`src/ectm_pkg.sv`:
```
package ectm_pkg;

  // Service kinds
  typedef enum logic [2:0] {
    SVC_CONTEXT,
    SVC_EVENT_COUNTER,
    SVC_BLOCK_MEM_TO_REG,
    SVC_BLOCK_REG_TO_MEM,
    SVC_PTR_BLOCK_MEM_TO_REG,
    SVC_PTR_BLOCK_REG_TO_MEM,
    SVC_DIFFERENCE,
    SVC_PTR_DIFFERENCE
  } ectm_svc_e;

  // Where a pointer-mode service keeps its data
  typedef enum logic [1:0] {
    AREA_INTERNAL_RAM,
    AREA_PERIPHERAL_RAM,
    AREA_EXTERNAL_MEMORY
  } ectm_area_e;

  // Short direct access pattern of one instruction
  typedef enum logic [2:0] {
    SD_NONE,
    SD_SINGLE_ONE,
    SD_SINGLE_TWO,
    SD_PAIR_MOVE,
    SD_PAIR_EXCHANGE,
    SD_PAIR_ALU
  } ectm_sd_e;

  // Special register operand targets
  typedef enum logic [1:0] {
    SR_NONE,
    SR_MEMORY_MODE,
    SR_WAIT_CONTROL
  } ectm_sr_e;

  // Service clock figures
  localparam logic [7:0] CTX_BASE        = 8'h11;
  localparam logic [7:0] EVT_CLOCKS      = 8'h0C;
  localparam logic [7:0] BLK_M2R_BYTE    = 8'h12;
  localparam logic [7:0] BLK_M2R_WORD    = 8'h13;
  localparam logic [7:0] BLK_R2M_BYTE    = 8'h11;
  localparam logic [7:0] BLK_R2M_WORD    = 8'h12;
  localparam logic [7:0] PTR_INTERNAL_RAM_AREA_BYTE   = 8'h14;
  localparam logic [7:0] PTR_INTERNAL_RAM_AREA_WORD   = 8'h15;
  localparam logic [7:0] PTR_PERIPHERAL_RAM_AREA_BYTE   = 8'h16;
  localparam logic [7:0] PTR_PERIPHERAL_RAM_AREA_EVEN   = 8'h17;
  localparam logic [7:0] PTR_PERIPHERAL_RAM_AREA_ODD    = 8'h1B;
  localparam logic [7:0] PTR_EXT_BYTE    = 8'h16;
  localparam logic [7:0] PTR_EXT_WORD    = 8'h1B;
  localparam logic [7:0] DIF_WORD        = 8'h16;
  localparam logic [7:0] PDIF_INTERNAL_RAM_AREA_WORD  = 8'h1A;
  localparam logic [7:0] PDIF_PERIPHERAL_RAM_AREA_EVEN  = 8'h1C;
  localparam logic [7:0] PDIF_PERIPHERAL_RAM_AREA_ODD   = 8'h20;
  localparam logic [7:0] PDIF_EXT_WORD   = 8'h20;

  // Instruction accounting figures
  localparam logic [7:0] FETCH_BASE      = 8'h03;
  localparam logic [7:0] SD_PENALTY      = 8'h04;
  localparam logic [7:0] BRANCH_BASE     = 8'h07;
  localparam logic [1:0] BRANCH_HS_SPAN  = 2'h1;
  localparam logic [1:0] BRANCH_NF_SPAN  = 2'h3;
  localparam logic [7:0] WAITCTRL_HS_ADD = 8'h01;

  // Address windows
  localparam logic [15:0] SD_AREA_LO     = 16'hFF00;
  localparam logic [15:0] SD_AREA_HI     = 16'hFF1F;
  localparam logic [15:0] MAIN_RAM_LO    = 16'hFE00;
  localparam logic [15:0] MAIN_RAM_HI    = 16'hFEFF;

endpackage : ectm_pkg

```
`src/ectm_short_direct_counter.sv`:
```
`timescale 1ns/1ns
module ectm_short_direct_counter (
  // Instruction pattern and operand addresses
  input  wire ectm_pkg::ectm_sd_e sdClass,
  input  wire logic [15:0]        srcAddr,
  input  wire logic [15:0]        dstAddr,
  // Counted accesses into the register area
  output logic [2:0]              accessCount
);

  // Operand lies in the short direct register window
  wire srcIn = (srcAddr >= ectm_pkg::SD_AREA_LO) && (srcAddr <= ectm_pkg::SD_AREA_HI);
  wire dstIn = (dstAddr >= ectm_pkg::SD_AREA_LO) && (dstAddr <= ectm_pkg::SD_AREA_HI);
  wire anyIn = srcIn || dstIn;
  wire both  = srcIn && dstIn;

  // Pair counts: one or both operands in the window
  wire [2:0] pairMove = both ? 3'h2 : (anyIn ? 3'h1 : 3'h0);
  wire [2:0] pairXch  = both ? 3'h4 : (anyIn ? 3'h2 : 3'h0);
  // Source alone 1, destination alone 2, both 3
  wire [2:0] pairAlu  = {1'b0, dstIn, srcIn};

  // Single operand forms use the destination address
  assign accessCount =
    (sdClass == ectm_pkg::SD_SINGLE_ONE)    ? (dstIn ? 3'h1 : 3'h0) :
    (sdClass == ectm_pkg::SD_SINGLE_TWO)    ? (dstIn ? 3'h2 : 3'h0) :
    (sdClass == ectm_pkg::SD_PAIR_MOVE)     ? pairMove :
    (sdClass == ectm_pkg::SD_PAIR_EXCHANGE) ? pairXch :
    (sdClass == ectm_pkg::SD_PAIR_ALU)      ? pairAlu : 3'h0;

endmodule : ectm_short_direct_counter

```
`config.mk`:
```
export PLATFORM = sky130hd
export DESIGN_NAME = ectm_short_direct_counter
export DESIGN_NICKNAME = d
export VERILOG_FILES = /design/src/ectm_pkg.sv /design/src/ectm_short_direct_counter.sv
export SDC_FILE = /design/constraint.sdc
export NUM_CORES = 1
export LEC_CHECK = 0
export BUFFER_PORTS_ARGS = -buffer_cell sky130_fd_sc_hd__buf_2
export CAP_MARGIN = 40
export CORE_AREA = 4 4 41 43
export DETAILED_ROUTE_END_ITERATION = 12
export DIE_AREA = 0 0 45 47
export GPL_TIMING_DRIVEN = 1
export PLACE_DENSITY = 0.61
export SLEW_MARGIN = 5
export SYNTH_ARGS = -nofsm -noshare
export SYNTH_HDL_FRONTEND = slang
export SYNTH_SLANG_ARGS = --single-unit
```
`constraint.sdc`:
```
create_clock -name vclk -period 3.2
set_clock_uncertainty 0.05 [all_clocks]
set_input_delay 0.48 -clock vclk [all_inputs]
set_output_delay 0.48 -clock vclk [all_outputs]
set_load 0.005 [all_outputs]
```
==> flow_summary.yaml, run 1 <==
run_status:
  status: "complete, no violations"
worst_hold_path:
  hold_depth: 3
  hold_path_end: "accessCount[2]"
  hp-class: "in -> out"
  worstHoldStart: "sdClass[0]"
cells_and_area:
  antenna_cells: 0
  layout-drive-gt1-share_pct: 56.9
  fin_util_pct: 26.3
  syn2layout_area_growth_pct: 87.0
  clock_buffers: 0
  fillCellCount: 157
  layout.nets: 89
  seq_cells: 0
  seqCellArea_um2: 0
  multiInputGateArea_um2: 179
floorplanning:
  die_w_um: 45
  fp.dieH_um: 47
  design.core.area_mm2: 0.00130
  dieArea_mm2: 0.00212
  num_rows: 13
  ios: 38
  start_util_pct: 14.0
routing:
  viasPerCell: 4.38
  drc: 0
  post_drt_wl_per_cell_um: 9.89
  first_pass_iters: 4
  drt-initial-drc-count: 7
  vias: 289
  antenna_left: 0
  routed_wl_um: 653
synth:
  yosysTopAreaCellShare_pct: 11.6
  synthTopCellsByCount: "2 x a31oi_1, 2 x and3_1, 2 x nand2b_1, 2 x nor2_1"
  ys_types: 19
  avgSynthCellArea_um2: 7.94
  yosysSeqAreaShare_pct: 0
  yosysWarnings: 0
  syn-num-nets: 59
  synthesis.instances: 23
  synth_area_leader_cell: "nand4_4"
  synthTopCellsByArea: "nand4_4 12%, a31oi_1 6.8%, and3_1 6.8%, and4bb_1 6.8%, ha_1 6.8%"
  syn_area_um2: 183
placement:
  dp_hpwl_um: 631
  globalplace.congestion: 0.678
  dpl_worst_slack_ps: 888
  numPortBuffers: 28
global_route:
  grt_pass1_wl_um: 1040
  grt_pass1_vias: 273
  grt_overflow: 0
  antenna_found_initial: 0
  grt_max_degree: 6
  grt.total_usage_pct: 6.14
worst_setup_path:
  slowest_delay_ps: 380
  path_cells: "buf_2, or3b_1, nor3_1, ha_1, and2_1, a41oi_1, o32ai_1, buf_2"
  cpMaxStageDelayCell: "or3b_1"
  endpoint_kind: "output port"
  critPathMaxFanout: 2
  setup.worst_path.class: "in -> out"
  start_kind: "primary input"
  cp_data_required_time_ps: 2670
  cp_common_cell: "buf_2"
  critPathArrivalTime_ps: 1770
pwr:
  ir_drop_mv: 0.0192
  leakagePower_nw: 0.181
  p_per_area_mw_per_mm2: 70.8
clocking:
  cts.repair.resized: 0
  holdBufCountCts: 0
  post_cts_buffers: 0
sta:
  finalCritPeriodShare_pct: 71.9
  timing_hold_violations_final: 0
  drv_slew: 0
  whs_ps: 1180
  period_needed_ps: 2300
  slew_headroom_pct: 84.3
  setup_viol: 0
  worst_pin_slew_ps: 235
  rsz0062_at_grt: "no"
  final.setup.tns_ps: 0
  max_freq_ghz: 0.435
  timing.final.ws_setup_ps: 899
job:
  max_cap_violations: 0
-- per-stage QoR --
stage               instances  instance area (um^2)  total power [mW]
global route               66                   342            0.0272
CTS                        66                   342            0.0244
global placement           66                   342            0.0238
detailed placement         66                   342            0.0244
floorplan                  23                   183           0.00670
finish                     66                   342            0.0242
-- layout make-up --
cell class,instances,share of cell area [%]
Multi-Input combinational cell,22,52.4
Tap cell,15,5.49
Timing Repair Buffer,28,41.0
Inverter,1,1.10
-- layout by cell type (no fill, tap or decap), types with 2 or more instances in the layout --
cell type	synthesis	final
nand2b_1	2	2
nor2_1	2	2
a31oi_1	2	2
and3_1	2	2
buf_2	0	28
-- routing by layer --
layer	global-route usage [%]	vias to the layer above	share of wire (%)
met3	0.383	0	13
met4	0	0	0
li1	-	155	-
met1	7.87	117	36
met2	11.9	17	51
met5	0	-	0
-- worst max-delay path by stage --
stage | to | slack, ps | cells after the start | startpoint
4_1_cts | accessCount[1] | 880 | 8 | srcAddr[6]
5_1_grt | accessCount[1] | 690 | 8 | srcAddr[6]
2_1_floorplan | accessCount[0] | 1160 | 3 | srcAddr[6]
6_report | accessCount[1] | 900 | 8 | srcAddr[6]
3_5_place_dp | accessCount[1] | 890 | 8 | srcAddr[6]
3_3_place_gp | accessCount[1] | 910 | 8 | srcAddr[6]
-- where the power goes --
| part | internal (mW) | switching, mW |
|---|---|---|
| clock network | 0 | 0 |
| registers | 0 | 0 |
| logic | 0.0149 | 0.00927 |
-- cells by family after synthesis --
logic type      count (synthesis)  share of synthesized area [%]
simple gates                   17                           74.7
compound gates                  4                           16.4
fa+ha+maj                       1                           6.85
buf+inv                         1                           2.05
-- critical path, delay by kind of cell --
kind / cells / cell delay [ps]
AOI/OAI and AO/OA: 2 / 180
and+or+nand+nor: 3 / 680
buffers and inverters: 2 / 250
adders and majority gates: 1 / 180
No activity file was read; power rests on OpenSTA's default activity.
==> run 2: changes to the inputs <==
- PLACE_DENSITY: 0.61 -> 0.62
- clock period: 3.2 -> 1.9 ns (I/O delays scaled with it)
==> run 2 against run 1 <==
Net effect: the run now ends with negative setup slack left; design area up 23%; sequential cell count unchanged; critical path depth unchanged; global-route usage unchanged; first-iteration DRC count down 86%; sequential share of layout area unchanged; critical path type unchanged; critical endpoint unchanged; largest cell class unchanged; highest routed layer unchanged.
==> flow_summary.yaml, run 2 (synthesized netlist as in run 1, its figures left out) <==
worst_setup_path:
  setup.worst_path.class: "in -> out"
  crit_buf_inv: 2
  path_cells: "buf_6, or3b_4, nor3_4, ha_4, and2_4, a41oi_2, o32ai_2, buf_2"
  critPathArrivalTime_ps: 1600
  endpoint_kind: "output port"
  cpMaxStageDelayCell: "or3b_4"
  start_kind: "primary input"
  critPathMaxFanout: 2
  cp_top_family: "simple AND/OR/NAND/NOR gates"
  slowest_delay_ps: 410
  cp_data_required_time_ps: 1560
sta:
  worst_pin_slew_ps: 199
  whs_ps: 811
  timing.final.ws_setup_ps: -39.5
  finalCritPeriodShare_pct: 102
  drv_slew: 0
  timing_hold_violations_final: 0
  slew_headroom_pct: 86.7
  max_freq_ghz: 0.516
  period_needed_ps: 1940
  rsz0062_at_grt: "yes"
  setup_viol: 1
global_route:
  grt_pass1_wl_um: 1040
  antenna_found_initial: 0
  grt_overflow: 0
  grt.total_usage_pct: 6.14
  grt_pass1_vias: 251
  grt_max_degree: 6
cells_and_area:
  most-common-layout-cells: "27 x buf_2, 3 x buf_4"
  layout_commonest_cell: "buf_2"
  clock_buffers: 0
  layout-drive-gt1-share_pct: 72.2
  syn2layout_area_growth_pct: 130
  antenna_cells: 0
  seq_cells: 0
  layout.nets: 92
  final_cells: 69
  seqCellArea_um2: 0
  fillCellCount: 156
pwr:
  leakagePower_nw: 0.213
  ir_drop_mv: 0.0348
  p_per_area_mw_per_mm2: 119
floorplanning:
  start_util_pct: 14.0
  die_w_um: 45
  ios: 38
  num_rows: 13
  fp.dieH_um: 47
  design.core.area_mm2: 0.00130
  dieArea_mm2: 0.00212
routing:
  drc: 0
  first_pass_iters: 2
  viasPerCell: 4.52
  antenna_left: 0
  drt-initial-drc-count: 1
  vias: 312
  post_drt_wl_per_cell_um: 11.3
  routed_wl_um: 778
job:
  max_cap_violations: 0
placement:
  dp_hpwl_um: 646
  globalplace.congestion: 0.659
  dp.cells: 69
  numPortBuffers: 28
clocking:
  post_cts_buffers: 0
  holdBufCountCts: 0
run_status:
  violations: "negative setup slack"
  status: "complete, but fails checks"
worst_hold_path:
  hp-class: "in -> out"
## run 2: final timing paths
path | start | end | cells past startpoint
hold / removal | sdClass[0] | accessCount[2] | 3
setup / recovery | srcAddr[7] | accessCount[1] | 8
## run 2: worst min-delay path, delay by kind of cell
| family | cells | cell delay, ps |
|---|---|---|
| buffers and inverters | 2 | 240 |
| AND/OR/NAND/NOR | 1 | 50 |
## run 2: power by group
part | switching, mW | internal, mW | leakage, nW
clock | 0 | 0 | 0
sequential | 0 | 0 | 0
combinational | 0.0198 | 0.0302 | 0.213
total | 0.0198 | 0.0302 | 0.213
## run 2: layout make-up
class,count,area [um^2],area share (%)
inverters,1,3.75,0.893
well taps,15,18.8,4.46
repair buffers,31,169,40.2
multi-input cells,22,229,54.5
## run 2: repair_timing
action,CTS,global route
setup endpoints to repair,1,3
resized for setup,1,9
pin swaps,0,6
## run 2: metal layers
layer | wire, um | up-vias | GRT usage, %
met1 | 264 | 135 | 9.21
met2 | 423 | 17 | 9.89
met5 | 0 | - | 0
met4 | 0 | 0 | 0
li1 | - | 160 | -
met3 | 90 | 0 | 0.766
## run 2: through the flow
stage | utilization (%) | setup slack, ps | power [mW] | setup TNS (ps) | area, um^2
5_1_grt | 32.3 | -126 | 0.0553 | -279 | 420
3_5_place_dp | 28.0 | -27.1 | 0.0440 | -27.1 | 364
2_1_floorplan | - | 250 | 0.0113 | 0 | 183
3_3_place_gp | 28.0 | 10.7 | 0.0428 | 0 | 364
4_1_cts | 28.4 | 1.78 | 0.0444 | 0 | 369
6_report | 32.3 | -39.5 | 0.0501 | -39.5 | 420
==> run 3: changes to the inputs <==
- ABC_AREA: unset -> 1
- PLACE_DENSITY: 0.62 -> 0.66
==> run 3 against run 2 <==
Net effect: the run now ends clean; area after synthesis up 23%; setup slack gained 210 ps; via count rose by 24%; core utilization shrank 2.8 points; critical path type unchanged.
==> flow_summary.yaml, run 3 <==
cells_and_area:
  syn2layout_area_growth_pct: 70.6
  fillCellCount: 162
  clock_buffers: 0
  finalInstanceArea_um2: 384
  most-common-layout-cells: "28 x buf_2, 14 x nand2_1, 10 x inv_1"
  multiInputGateArea_um2: 184
  layout_commonest_cell: "buf_2"
  layout-drive-gt1-share_pct: 40.8
  layout.nets: 114
  final_cells: 91
  seq_cells: 0
  antenna_cells: 0
  seqCellArea_um2: 0
synth:
  syn-num-nets: 84
  synth_xor_area_share_pct: 0
  synth_top_family_by_area: "simple AND/OR/NAND/NOR gates"
  yosysSeqAreaShare_pct: 0
  synth_mux_area_share_pct: 0
  synth_area_leader_cell: "nand2_1"
  synth-compound-area-share_pct: 0
  synthTopCellsByArea: "nand2_1 23%, inv_1 17%, nand3_1 13%, nand4_1 11%, nor2_1 8.3%"
  yosysTopAreaCellShare_pct: 23.3
  yosysMostFrequentCell: "nand2_1"
  avgSynthCellArea_um2: 4.69
  yosysWarnings: 0
  synth_fa_ha_area_share_pct: 5.56
  synth_simple_gate_area_share_pct: 76.1
  syn_area_um2: 225
  ys_types: 13
  synthTopCellsByCount: "14 x nand2_1, 10 x inv_1, 6 x nand3_1"
  synthesis.instances: 48
worst_setup_path:
  setup.worst_path.class: "in -> out"
  critPathArrivalTime_ps: 1400
  endpoint_kind: "output port"
  critPathMaxFanout: 3
  startpoint: "dstAddr[6]"
  cp_data_required_time_ps: 1560
  start_kind: "primary input"
floorplanning:
  die_w_um: 45
  ios: 38
  num_rows: 13
  fp.dieH_um: 47
  dieArea_mm2: 0.00212
  design.core.area_mm2: 0.00130
  start_util_pct: 17.3
clocking:
  holdBufCountCts: 0
  cts.repair.resized: 0
  post_cts_buffers: 0
global_route:
  grt_pass1_wl_um: 1210
  grt.total_usage_pct: 7.08
  grt_overflow: 0
  grt_max_degree: 7
  grt_pass1_vias: 316
  antenna_found_initial: 0
sta:
  final.setup.tns_ps: 0
  max_freq_ghz: 0.577
  whs_ps: 795
  timing_hold_violations_final: 0
  finalCritPeriodShare_pct: 91.3
  rsz0062_at_grt: "no"
  slew_headroom_pct: 87.0
  setup_viol: 0
  period_needed_ps: 1730
  drv_slew: 0
  worst_pin_slew_ps: 193
job:
  max_cap_violations: 0
routing:
  vias: 387
  antenna_left: 0
  first_pass_iters: 4
  routed_wl_um: 747
  drc: 0
  drt-initial-drc-count: 1
  viasPerCell: 4.25
  post_drt_wl_per_cell_um: 8.21
run_status:
  status: "complete, no violations"
pwr:
  ir_drop_mv: 0.0338
  p_per_area_mw_per_mm2: 120
  leakagePower_nw: 0.261
placement:
  globalplace.congestion: 0.690
  numPortBuffers: 28
  placed_area_um2: 384
  dp_hpwl_um: 705
  dp.cells: 91
worst_hold_path:
  worstHoldStart: "sdClass[0]"
  hp-class: "in -> out"
[run 3: changes by cell type after synthesis, moves of 2 or more]
cell | before | now
nand2_1 | 0 | 14
nand3_1 | 0 | 6
a31oi_1 | 2 | 0
nand4_1 | 1 | 4
nor2_1 | 2 | 5
nand2b_1 | 2 | 0
inv_1 | 1 | 10
[run 3: path summary, 6_finish.rpt]
path,depth (start not counted),slack [ps],end
max,11,170,accessCount[1]
min,3,790,accessCount[2]
[run 3: worst max-delay path, stage by stage]
cell and delay, ps:
buf_2 100, nor2_1 90, nand2_1 70, nor2_2 130
and2_1 140, ha_1 240, nand4_1 100, nand2_1 50
nand2_1 50, nand2_1 40, buf_2 120
[run 3: per-layer routing]
layer,track usage [%],up-vias,part of all wire [%]
li1,-,210,-
met1,10.1,159,41
met2,12.4,18,48
met3,0.383,0,12
met4,0,0,0
met5,0,-,0
[run 3: power by group]
part	internal (mW)	total, mW	switching, mW
Combinational	0.0244	0.0459	0.0215
Sequential	0	0	0
Clock	0	0	0
Total	0.0244	0.0459	0.0215
[run 3: logic make-up after synthesis]
logic type | count (synthesis)
fa+ha+maj | 1
buf+inv | 11
simple gates | 36
[run 3: stage by stage]
step | setup slack [ps] | utilization (%) | power, mW
finish | 166 | 29.5 | 0.0459
detailed placement | 137 | 29.5 | 0.0459
floorplan | 422 | - | 0.0150
global placement | 169 | 29.5 | 0.0444
CTS | 137 | 29.5 | 0.0461
global route | 6.92 | 29.5 | 0.0524
[run 3: layout make-up]
cell class / instances / share of cell area [%]
tap: 15 / 4.89
timing repair buffer: 28 / 36.5
inverter: 11 / 10.7
multi-input combinational: 37 / 47.9
